===== config.mk =====
export PLATFORM = sky130hd
export DESIGN_NAME = pec_top
export DESIGN_NICKNAME = d
export VERILOG_FILES = /design/src/include/pec_pkg.sv /design/src/include/pec_ctr_if.sv /design/src/pec_counter.sv /design/src/pec_top.sv
export SDC_FILE = /design/constraint.sdc
export NUM_CORES = 1
export LEC_CHECK = 0
export BUFFER_PORTS_ARGS = -buffer_cell sky130_fd_sc_hd__buf_2
export CORE_MARGIN = 2
export CORE_UTILIZATION = 45
export CTS_CLUSTER_DIAMETER = 80
export DETAILED_ROUTE_END_ITERATION = 12
export GPL_TIMING_DRIVEN = 0
export PLACE_DENSITY = 0.72
export SETUP_SLACK_MARGIN = 0.5
export SLEW_MARGIN = 0
export SYNTH_ARGS = -nofsm -noshare
export SYNTH_HDL_FRONTEND = slang
export SYNTH_SLANG_ARGS = --single-unit
export TNS_END_PERCENT = 5

===== constraint.sdc =====
create_clock -name sys_clk_i -period 5.7 [get_ports sys_clk_i]
set_clock_uncertainty 0.05 [all_clocks]
set_input_delay 0.855 -clock sys_clk_i [delete_from_list [all_inputs] [get_ports sys_clk_i]]
set_output_delay 0.855 -clock sys_clk_i [all_outputs]
set_load 0.02 [all_outputs]

===== src/include/pec_pkg.sv =====
// ---------------------------------------------------------------
// Performance event counter constants
// ---------------------------------------------------------------
package pec_pkg;

  // Register selects on the coprocessor move path
  localparam int unsigned SEL_W      = 3;
  localparam logic [2:0]  SEL_C0_CTL = 3'h0;
  localparam logic [2:0]  SEL_C0_CNT = 3'h1;
  localparam logic [2:0]  SEL_C1_CTL = 3'h2;
  localparam logic [2:0]  SEL_C1_CNT = 3'h3;

  // Widths
  localparam int unsigned DW       = 32;
  localparam int unsigned NUM_CTR  = 2;
  localparam int unsigned EVT_W    = 6;
  localparam int unsigned NUM_EVT  = 64;
  localparam int unsigned IRQ_SEL_W = 3;
  localparam int unsigned NUM_IRQ  = 8;

  // Control field positions
  localparam int unsigned BIT_NEXT_PAIR = 31;
  localparam int unsigned CTX_MSB       = 24;
  localparam int unsigned CTX_LSB       = 23;
  localparam int unsigned EXT_MSB       = 14;
  localparam int unsigned EXT_LSB       = 11;
  localparam int unsigned EVT_MSB       = 10;
  localparam int unsigned EVT_LSB       = 5;
  localparam int unsigned BIT_IRQ_MASK  = 4;
  localparam int unsigned BIT_USER      = 3;
  localparam int unsigned BIT_KERNEL    = 1;
  localparam int unsigned BIT_EXC_LVL   = 0;
  localparam int unsigned CNT_MSB       = 31;

  // Writable control bits, and the bits only root may write
  localparam logic [31:0] CTL_WR_MASK   = 32'h0180_7ffb;
  localparam logic [31:0] CTL_ROOT_MASK = 32'h0180_0000;
  localparam logic [31:0] CTL_RESET     = 32'h0000_0000;
  localparam logic [31:0] CNT_RESET     = 32'h0000_0000;
  localparam logic [31:0] CNT_ONE       = 32'h0000_0001;
  localparam logic [31:0] ZERO_WORD     = 32'h0000_0000;

  // Counter 0 has a further pair above it, counter 1 is the last
  localparam logic [1:0]  NEXT_PAIR_PRESET = 2'h1;

  // Events filtered by privilege bits; clear bits are free-running
  localparam logic [63:0] MODE_QUAL_C0 = 64'hffff_ef7f_fdfb_fffe;
  localparam logic [63:0] MODE_QUAL_C1 = 64'hffff_ffff_fdff_fffe;

  // Guest/root context filter encodings
  typedef enum logic [1:0] {
    PEC_CTX_ROOT       = 2'h0,
    PEC_CTX_ROOT_INTV  = 2'h1,
    PEC_CTX_GUEST      = 2'h2,
    PEC_CTX_GUEST_INTV = 2'h3
  } pec_ctx_t;

endpackage


===== src/include/pec_ctr_if.sv =====
// ---------------------------------------------------------------
// Carrier between the top and one counter slice
// ---------------------------------------------------------------
interface pec_ctr_if;
  logic        ctl_wr;
  logic        cnt_wr;
  logic        root_wr;
  logic [31:0] wdata;
  logic        count_en;
  logic [31:0] ctl;
  logic [31:0] cnt;
  logic        irq;

  modport top (output ctl_wr, cnt_wr, root_wr, wdata, count_en,
               input  ctl, cnt, irq);
  modport ctr (input  ctl_wr, cnt_wr, root_wr, wdata, count_en,
               output ctl, cnt, irq);
endinterface


===== src/pec_counter.sv =====
// ---------------------------------------------------------------
// One control and count pair
// ---------------------------------------------------------------
module pec_counter (
  input  wire logic sys_clk_i,
  input  wire logic arst_n_i,
  pec_ctr_if.ctr    bus
);

  logic [31:0] ctl_reg;
  logic [31:0] ctl_next;
  logic [31:0] cnt_reg;
  logic [31:0] cnt_next;
  logic [31:0] wr_mask;

  // Context field only lands on a root write
  assign wr_mask = bus.root_wr ? pec_pkg::CTL_WR_MASK :
                   (pec_pkg::CTL_WR_MASK & ~pec_pkg::CTL_ROOT_MASK);
  assign ctl_next = bus.ctl_wr ? ((ctl_reg & ~wr_mask) |
                                  (bus.wdata & wr_mask))
                               : ctl_reg;
  // Software write beats a same-cycle event
  assign cnt_next = bus.cnt_wr   ? bus.wdata :
                    bus.count_en ? cnt_reg + pec_pkg::CNT_ONE
                                 : cnt_reg;

  // Reset leaves every enable clear, so nothing counts
  always_ff @(posedge sys_clk_i or negedge arst_n_i) begin
    if (!arst_n_i) begin
      ctl_reg <= pec_pkg::CTL_RESET;
      cnt_reg <= pec_pkg::CNT_RESET;
    end else begin
      ctl_reg <= ctl_next;
      cnt_reg <= cnt_next;
    end
  end

  // Interrupt follows the count MSB, so a wrap clears it
  assign bus.irq = cnt_reg[pec_pkg::CNT_MSB] &
                   ctl_reg[pec_pkg::BIT_IRQ_MASK];
  assign bus.ctl = ctl_reg;
  assign bus.cnt = cnt_reg;
endmodule // pec_counter


===== src/pec_top.sv =====
// Overview of operation
// - Select 0..3 reach counter0 control, count, counter1 control, count.
// - Each count is 32-bit read/write, advancing by one per event.
// - Counters run independently, each watching its own selected event.
// - Interrupt is OR of each count MSB ANDed with its enable.
// - Interrupt is routed internally to the line picked by a field.
// - Counting carries on unchanged while the interrupt is raised.
// - Interrupt drops on wrap to zero or a write with MSB clear.
// - With a clock gater, counters stop in sleep; cycles go uncounted.
// - Control bit 31 is a read-only flag: a further pair exists.
// - Context field resets 0, root-writable only, reads 0 elsewhere.
// - Context 0/1 count in root context, 2/3 in guest context.
// - Event code bits 10:5 and extension bits 14:11 are read/write.
// - Control bit 4 enables the interrupt; resets to 0.
// - Control bit 1 allows kernel counting when both level flags clear.
// - Control bit 0 allows counting at exception level, fault level clear.
// - No counting in debug mode or with the fault level flag set.
// - After reset counters idle until software enables counting.
// - Reserved control bits read zero; software writes zeros.
module pec_top (
  input  wire logic        sys_clk_i,
  input  wire logic        arst_n_i,
  // Coprocessor register move port
  input  wire logic [2:0]  reg_sel_i,
  input  wire logic        reg_wr_i,
  input  wire logic        reg_rd_i,
  input  wire logic [31:0] reg_wdata_i,
  output logic      [31:0] reg_rdata_o,
  // Processor state
  input  wire logic        root_mode_i,
  input  wire logic        guest_ctx_i,
  input  wire logic        root_intv_i,
  input  wire logic        user_mode_i,
  input  wire logic        kernel_mode_i,
  input  wire logic        exc_level_i,
  input  wire logic        fault_level_flag_i,
  input  wire logic        debug_mode_i,
  // Raw event strobes, one bit per event code
  input  wire logic [63:0] evt0_i,
  input  wire logic [63:0] evt1_i,
  // Interrupt routing
  input  wire logic [2:0]  perf_irq_line_select_i,
  output logic             perf_irq_o,
  output logic      [7:0]  perf_irq_lines_o
);

  // ---------------------------------------------------------------
  // Register select decode
  // ---------------------------------------------------------------
  pec_ctr_if ctr_if [pec_pkg::NUM_CTR] ();

  logic [63:0] evt_vec    [pec_pkg::NUM_CTR];
  logic [63:0] mode_qual  [pec_pkg::NUM_CTR];
  logic [1:0]  ctl_sel_hit;
  logic [1:0]  cnt_sel_hit;
  logic [1:0]  irq_vec;
  logic [31:0] ctl_view   [pec_pkg::NUM_CTR];
  logic [31:0] rdata_mux;
  logic [31:0] rdata_reg;
  logic [31:0] rdata_next;
  logic        sel_mapped;
  logic        halt_all;
  logic        lvl_base;
  logic        lvl_exc;

  // Select values 0..3 each reach exactly one register; 4..7 reach none
  assign ctl_sel_hit[0] = reg_sel_i == pec_pkg::SEL_C0_CTL;
  assign cnt_sel_hit[0] = reg_sel_i == pec_pkg::SEL_C0_CNT;
  assign ctl_sel_hit[1] = reg_sel_i == pec_pkg::SEL_C1_CTL;
  assign cnt_sel_hit[1] = reg_sel_i == pec_pkg::SEL_C1_CNT;
  assign sel_mapped     = |{ctl_sel_hit, cnt_sel_hit};

  assign evt_vec[0]   = evt0_i;
  assign evt_vec[1]   = evt1_i;
  assign mode_qual[0] = pec_pkg::MODE_QUAL_C0;
  assign mode_qual[1] = pec_pkg::MODE_QUAL_C1;

  // ---------------------------------------------------------------
  // Global privilege state
  // ---------------------------------------------------------------
  // Debug or fault level freezes both counters outright
  assign halt_all = debug_mode_i | fault_level_flag_i;
  // Plain user/kernel counting needs both level flags low
  assign lvl_base = !exc_level_i && !fault_level_flag_i;
  // Exception-level counting needs the fault flag low
  assign lvl_exc  = exc_level_i && !fault_level_flag_i;

  // ---------------------------------------------------------------
  // Per-counter slices
  // ---------------------------------------------------------------
  genvar g;
  generate
    for (g = 0; g < pec_pkg::NUM_CTR; g++) begin : g_ctr
      logic [5:0] evt_code;
      logic [1:0] ctx_code;
      logic       evt_seen;
      logic       is_qual;
      logic       any_enable;
      logic       user_ok;
      logic       kern_ok;
      logic       exc_ok;
      logic       priv_ok;
      logic       ctx_ok;

      assign evt_code = ctr_if[g].ctl[pec_pkg::EVT_MSB:pec_pkg::EVT_LSB];
      assign ctx_code = ctr_if[g].ctl[pec_pkg::CTX_MSB:pec_pkg::CTX_LSB];
      // Only the event named in this slice's own control counts
      assign evt_seen = evt_vec[g][evt_code];
      assign is_qual  = mode_qual[g][evt_code];

      // Privilege qualifiers
      assign user_ok  = ctr_if[g].ctl[pec_pkg::BIT_USER] &
                        user_mode_i & lvl_base;
      assign kern_ok  = ctr_if[g].ctl[pec_pkg::BIT_KERNEL] &
                        kernel_mode_i & lvl_base;
      assign exc_ok   = ctr_if[g].ctl[pec_pkg::BIT_EXC_LVL] &
                        lvl_exc;
      // Free-running events still need some enable set after reset
      assign any_enable = ctr_if[g].ctl[pec_pkg::BIT_USER] |
                          ctr_if[g].ctl[pec_pkg::BIT_KERNEL] |
                          ctr_if[g].ctl[pec_pkg::BIT_EXC_LVL];
      assign priv_ok  = is_qual ? (user_ok | kern_ok | exc_ok)
                                : any_enable;

      // Guest/root context filter
      always_comb begin
        case (pec_pkg::pec_ctx_t'(ctx_code))
          pec_pkg::PEC_CTX_ROOT:
            ctx_ok = !guest_ctx_i && !root_intv_i;
          pec_pkg::PEC_CTX_ROOT_INTV:
            ctx_ok = root_intv_i;
          pec_pkg::PEC_CTX_GUEST:
            ctx_ok = guest_ctx_i && !root_intv_i;
          pec_pkg::PEC_CTX_GUEST_INTV:
            ctx_ok = guest_ctx_i || root_intv_i;
          default:
            ctx_ok = 1'b0;
        endcase
      end

      // Interrupt state plays no part here, so counting never stalls
      assign ctr_if[g].count_en = evt_seen & priv_ok & ctx_ok &
                                  !halt_all;
      assign ctr_if[g].ctl_wr   = reg_wr_i & ctl_sel_hit[g];
      assign ctr_if[g].cnt_wr   = reg_wr_i & cnt_sel_hit[g];
      assign ctr_if[g].root_wr  = root_mode_i;
      assign ctr_if[g].wdata    = reg_wdata_i;
      assign irq_vec[g]         = ctr_if[g].irq;

      // Read view: preset flag on top, context hidden outside root
      assign ctl_view[g] = {pec_pkg::NEXT_PAIR_PRESET[g],
                            ctr_if[g].ctl[30:25],
                            root_mode_i ? ctx_code : 2'h0,
                            ctr_if[g].ctl[22:0]};

      pec_counter u_ctr (
        .sys_clk_i (sys_clk_i),
        .arst_n_i  (arst_n_i),
        .bus       (ctr_if[g])
      );
    end
  endgenerate

  // ---------------------------------------------------------------
  // Read path
  // ---------------------------------------------------------------
  // Unused selects answer zero rather than aliasing
  assign rdata_mux =
    ctl_sel_hit[0] ? ctl_view[0]     :
    cnt_sel_hit[0] ? ctr_if[0].cnt   :
    ctl_sel_hit[1] ? ctl_view[1]     :
    cnt_sel_hit[1] ? ctr_if[1].cnt   :
                     pec_pkg::ZERO_WORD;
  assign rdata_next = reg_rd_i ? rdata_mux : rdata_reg;

  // Read data held until the next read
  always_ff @(posedge sys_clk_i or negedge arst_n_i) begin
    if (!arst_n_i) begin
      rdata_reg <= pec_pkg::ZERO_WORD;
    end else begin
      rdata_reg <= rdata_next;
    end
  end

  assign reg_rdata_o = rdata_reg;

  // ---------------------------------------------------------------
  // Interrupt combine and routing
  // ---------------------------------------------------------------
  // Gated clock in sleep is outside this block; no extra logic here
  assign perf_irq_o = |irq_vec;

  // One-hot fan-out saves an external pin join
  generate
    for (g = 0; g < pec_pkg::NUM_IRQ; g++) begin : g_irq
      assign perf_irq_lines_o[g] = perf_irq_o &&
        (perf_irq_line_select_i == 3'(g));
    end
  endgenerate
endmodule // pec_top


==> flow_summary_export.csv, run 1 <==
group,metric,value,unit
synth,synth_area_leaders,"dfrtp_1 (38%), mux2_2 (7.2%), mux4_2 (6.9%), xnor2_1 (4.0%), mux2i_1 (3.7%)",
synth,yosysWarnings,0,
setup_path,criticalPathCategory,"reg -> reg",
clock_network,cts_root_buf,"clkbuf_16",
floorplanning,io-pin-count,219,
setup_path,end_kind,"register",
timing,fmax,219,MHz
global_routing,grt_overflow,0,
drt,vias,8278,
placement,dp.final_hpwl,21500,um
floorplanning,design.die.area,19900,um^2
power_and_ir_drop,powerDensity,326,nW/um^2
timing,setup_viol,0,
synth,synthesis.area,8440,um^2
timing,maxSlewViolCount,0,
timing,fin_ws,1.13,ns
drt,drc,0,
finish,area_growth,23.6,%
timing,worst_pin_slew,1.06,ns
synth,synth_edf_count,0,
timing,fin_setup_tns,0,ns
setup_path,critical_path_arrival,4.83,ns
clock_network,clk_latency,0.43,ns
clock_network,cts_made_buffers,17,
drt,drtIter0Drc,857,
global_routing,antenna_found_initial,0,
timing,grt_setup_unrepaired,"false",
global_routing,grt_usage,0.283,
synth,yosys.area.top_type,"dfrtp_1",
floorplanning,die_w,141,um
placement,gp_congestion,0.913,
floorplanning,row_count,50,
timing,finalCritPeriodShare,0.802,
timing,worst_hold_slack,0.299,ns
finish,final_common_cell,"buf_2",
synth,ys.flop_type,"dfrtp_1",
finish,final_area,10400,um^2
synth,yosysSeqAreaShare,0.379,
run_status,status,"finished, final reports clean",
power_and_ir_drop,ir_worst_vdd,0.000202,V
clock_network,postCtsSetupBuffers,0,
synth,synth_fp_nets,1081,
timing,hold_viol,0,
drt,ant_nets,0,
clock_network,path_clk_slew,0.06,ns
synth,synth_cells,901,
placement,io_buffers,216,
synth,synth_cell_types,59,
placement,placed_cells,1352,
synth,netlist.area_leader.share,0.379,
floorplanning,die-height,141,um
finish,final_cell_mix,"buf_2 (223), dfrtp_1 (128), nand2_1 (70)",
setup_path,crit_required,5.96,ns
clock_network,htree_levels,4,
drt,dr.pass1.iters,6,
finish,fillers,1647,
timing,maxSlewHeadroom,0.288,
clock_network,hold_buffers,0,
setup_path,reg2reg_from,"g_ctr[0].u_ctr.bus.ctl[6]",
drt,post_drt_wl_per_cell,20.5,um
setup_path,cp-startpoint,"g_ctr[0].u_ctr.bus.ctl[6]",
clock_network,clk_path_buf_depth,2,
power_and_ir_drop,leakage,4.49,nW
clock_network,postCtsResizedCells,0,
finish,antenna_cells,0,
clock_network,cts_sinks,128,
placement,placed_area,9850,um^2
floorplanning,start_util,0.454,
global_routing,grt_pass1_vias,7973,
global_routing,grt_start_max_net_pins,86,
floorplanning,coreArea,18600,um^2
finish,final_nets,1318,
drt,wl,28300,um
finish,fin_cells,1384,
synth,syn_area_per_cell,9.37,um^2
setup_path,cp_max_fo,10,
global_routing,grt_first_pass_wirelength,43500,um
finish,layout-drive-gt1-share,0.299,
synth,synth_seq_cells,128,
placement,pre_cts_ws,1.32,ns
hold_path,min_path_type,"in -> async",
timing,period_needed,4.57,ns
synth,async_reset_ff_frac,1.00,
run,cap_violations,0,
finish,largest_reg_flops,64,
clock_network,cts_tree,"yes",
setup_path,start_kind,"register",
drt,vias_per_cell,5.98,
-- report_power, final --
group	internal [mW]	leakage [nW]	switching, mW
logic	0.484	2.65	0.558
registers	1.09	1.56	0.192
clock network	0.686	0.280	0.391
-- worst max-delay path, stage by stage (launching register included) --
cell	delay [ns]
dfrtp_1	0.31
buf_2	0.19
buf_2	0.26
clkbuf_1	0.41
nor3b_1	0.10
o311ai_0	0.71
o211ai_1	0.62
nor4_1	1.04
buf_2	0.39
a21oi_1	0.11
o31a_1	0.28
-- cell usage after synthesis, types with 8 or more instances --
cell type	instances
clkbuf_1	52
nand4_1	16
nor2_1	51
nand2b_1	12
mux2_2	54
nor3_1	26
and3_1	16
nor4b_1	9
dfrtp_1	128
a31oi_1	18
o22ai_1	39
or3_1	11
mux4_2	26
nor4_1	25
inv_1	63
or4_1	10
nand2_1	70
o31ai_1	8
xnor2_1	39
a21oi_1	20
mux2i_1	31
o21ai_0	43
nand3_1	34
-- layout make-up --
type	count	area, um^2	share of cell area
clock inverter	5	77.6	0.00743
buffer	66	275	0.0264
multi-input combinational	644	4730	0.453
sequential	128	3200	0.307
clock buffer	26	499	0.0478
tap	234	293	0.0281
inverter	63	236	0.0227
timing repair buffer	218	1120	0.107
-- cells by family after synthesis --
| kind of cell | Yosys count | share of synthesized area |
|---|---|---|
| AND/OR/NAND/NOR | 316 | 0.198 |
| multiplexers | 114 | 0.187 |
| adder cells (fa/ha/maj) | 2 | 0.00296 |
| AO/OA/AOI/OAI | 173 | 0.132 |
| buffers and inverters | 129 | 0.0606 |
| flip-flops | 128 | 0.379 |
| XOR/XNOR | 39 | 0.0405 |
-- final timing paths --
kind,endpoint,slack [ns],depth (start not counted)
worst max-delay path,g_ctr[0].u_ctr.bus.cnt[27],1.13,10
worst min-delay path,reg_rdata_o[14],0.30,1
worst max register to register,g_ctr[0].u_ctr.bus.cnt[27],1.13,10
worst min register to register,g_ctr[1].u_ctr.bus.ctl[13],0.46,1
max in group asynchronous,g_ctr[0].u_ctr.bus.ctl[1],4.53,2
min in group sys_clk_i,g_ctr[1].u_ctr.bus.ctl[13],0.46,1
-- through the flow --
stage | power (mW) | util
finish | 3.40 | 0.562
global route | 3.56 | 0.562
CTS | 3.39 | 0.561
detailed placement | 2.31 | 0.530
global placement | 2.28 | 0.528
floorplan | 1.95 | -
-- per-layer routing --
layer	wire [um]	track usage	vias up
met4	909	0.115	0
li1	-	-	3810
met2	13800	0.474	401
met3	2220	0.0520	65
met5	0	0	-
met1	11400	0.363	4002
Note: power is estimated with default switching activity, not from simulation.
==> inputs of run 2 (changes only) <==
PLACE_DENSITY = 0.74   (was 0.72)
clock period = 4.05 ns   (was 5.7 ns; I/O delays follow)
==> run 2 against run 1 <==
  * Design area barely moved
  * Cell count increased by 0.14%
  * Critical path depth unchanged
  * Combinational power rose by 42%
  * Clock power increased by 31%
  * Critical endpoint is now g_ctr[1].u_ctr.bus.cnt[3]
  * Die area stayed put
==> flow_summary_export.csv, run 2 (same netlist as run 1, synthesis figures left out) <==
group,metric,value,unit
setup_path,reg2reg_depth,10,
timing,finalCritPeriodShare,0.843,
drt,wl_met3,2420,um
power_and_ir_drop,seqPwrFrac,0.383,
floorplanning,start_util,0.454,
power_and_ir_drop,ir_worst_vdd,0.000301,V
clock_network,clk_latency,0.43,ns
floorplanning,die-height,141,um
setup_path,r2r_end,"g_ctr[1].u_ctr.bus.cnt[3]",
power_and_ir_drop,p_comb_frac,0.315,
finish,layout-drive-gt1-share,0.307,
finish,fillers,1686,
global_routing,grt_usage,0.283,
timing,worst_pin_slew,1.28,ns
hold_path,min_path_type,"in -> async",
finish,final_nets,1320,
timing,grt_setup_unrepaired,"true",
floorplanning,io-pin-count,219,
power_and_ir_drop,intPower,3.08,mW
timing,period_needed,3.42,ns
setup_path,end_kind,"register",
clock_network,clk_path_buf_depth,2,
timing,maxSlewHeadroom,0.144,
power_and_ir_drop,leakage,4.50,nW
floorplanning,coreArea,18600,um^2
clock_network,path_clk_slew,0.06,ns
power_and_ir_drop,clkPwrFrac,0.302,
timing,maxSlewViolCount,0,
power_and_ir_drop,powerDensity,452,nW/um^2
drt,wl_met2,13800,um
setup_path,r2r_slack,0.63,ns
global_routing,grt_start_max_net_pins,96,
drt,drtIter0Drc,738,
setup_path,reg2reg_from,"g_ctr[1].u_ctr.bus.ctl[5]",
drt,wl,28400,um
drt,post_drt_wl_per_cell,20.5,um
finish,final_util,0.562,
drt,vias,8250,
finish,final_cell_mix,"buf_2 (222), dfrtp_1 (128), nand2_1 (70)",
power_and_ir_drop,p_sw,1.63,mW
drt,vias_per_cell,5.95,
clock_network,htree_levels,4,
run_status,status,"finished, final reports clean",
placement,pre_cts_ws,-0.428,ns
floorplanning,die_w,141,um
timing,setup_viol,0,
power_and_ir_drop,sw_frac_of_total,0.346,
setup_path,start_kind,"register",
global_routing,grt_pass1_vias,8059,
setup_path,crit_required,4.30,ns
drt,drc,0,
setup_path,critical_path_arrival,3.66,ns
clock_network,cts_sinks,128,
drt,dr.pass1.iters,5,
clock_network,cts_root_buf,"clkbuf_16",
floorplanning,row_count,50,
timing,fmax,293,MHz
power_and_ir_drop,total_power,4.71,mW
clock_network,cts_tree,"yes",
setup_path,criticalPathCategory,"reg -> reg",
clock_network,cts_made_buffers,17,
clock_network,hold_buffers,0,
drt,ant_nets,0,
drt,wirelength_met1,11500,um
timing,fin_ws,0.635,ns
global_routing,grt_first_pass_wirelength,43400,um
finish,final_common_cell,"buf_2",
drt,routed.top_layer,"met4",
placement,gp_congestion,0.947,
finish,area_growth,23.6,%
setup_path,cp_max_fo,10,
global_routing,antenna_found_initial,1,
placement,io_buffers,216,
placement,dp.final_hpwl,21200,um
floorplanning,design.die.area,19900,um^2
finish,largest_reg_flops,64,
timing,hold_viol,0,
global_routing,grt_overflow,0,
run,cap_violations,0,
==> run 2: cell types whose count changed in the layout (fill, tap and decap cells not counted), moves of 2 or more <==
cell and change:
buf_4 +3, clkinv_2 +3, clkbuf_1 -5, clkbuf_2 +4, clkbuf_8 -2
==> run 2: critical path: stages (launching register included) <==
cell	delay [ns]
dfrtp_1	0.42
buf_2	0.29
buf_2	0.30
mux4_2	0.53
nor2_1	0.15
o311ai_0	0.24
a21oi_2	0.43
clkbuf_1	0.44
nor4b_1	0.14
xnor2_1	0.20
a21oi_1	0.09
==> run 2: stage by stage <==
stage          area (um^2)  hold slack, ns  TNS (ns)  cells
2_1_floorplan         8440           0.262         0    901
3_3_place_gp          9820           0.434     -2.06   1351
3_5_place_dp          9850           0.446     -2.51   1352
4_1_cts              10400          0.0250         0   1385
5_1_grt              10400          0.0367         0   1386
6_report             10400          0.0155         0   1386
==> run 2: worst max path at each step <==
stage                                          from                          to  slack, ns
final                     g_ctr[1].u_ctr.bus.ctl[5]   g_ctr[1].u_ctr.bus.cnt[3]       0.63
after global routing      g_ctr[1].u_ctr.bus.ctl[5]  g_ctr[1].u_ctr.bus.cnt[10]       0.40
after floorplan           g_ctr[0].u_ctr.bus.ctl[6]  g_ctr[0].u_ctr.bus.cnt[25]       1.04
after global placement    g_ctr[0].u_ctr.bus.ctl[6]  g_ctr[0].u_ctr.bus.cnt[27]      -0.38
after detailed placement  g_ctr[0].u_ctr.bus.ctl[6]  g_ctr[0].u_ctr.bus.cnt[27]      -0.43
after CTS                 g_ctr[0].u_ctr.bus.ctl[5]  g_ctr[0].u_ctr.bus.cnt[12]       0.41
==> run 2: metal layers <==
metal | vias to the layer above | global-route usage
met3 | 43 | 0.0673
met4 | 0 | 0.105
met2 | 366 | 0.466
li1 | 3810 | -
met1 | 4031 | 0.365
met5 | - | 0
==> run 2: area by class of cell <==
cell class | count | area [um^2] | area share
multi-input cells | 644 | 4750 | 0.456
flip-flops and latches | 128 | 3200 | 0.307
repair buffers | 220 | 1140 | 0.109
clock buffers | 23 | 468 | 0.0448
well taps | 234 | 293 | 0.0281
plain buffers | 66 | 280 | 0.0269
inverters | 63 | 236 | 0.0227
clock inverters | 7 | 62.6 | 0.00599
diodes | 1 | 2.50 | 0.000240
==> run 2: what timing repair did <==
action / in CTS / in global routing
endpoints found under the hold margin: 0 / 0
setup buffers: 3 / 0
gates resized for setup: 3 / 10
endpoints found under the setup margin: 23 / 48
pin swaps: 1 / 0
==> run 2: power by group through the flow <==
stage | combinational [mW] | clock [mW] | sequential [mW]
after floorplan | 0.970 | 0 | 1.77
after global placement | 1.41 | 0 | 1.79
after detailed placement | 1.44 | 0 | 1.81
after CTS | 1.47 | 1.42 | 1.79
after global routing | 1.62 | 1.49 | 1.83
final | 1.48 | 1.42 | 1.80
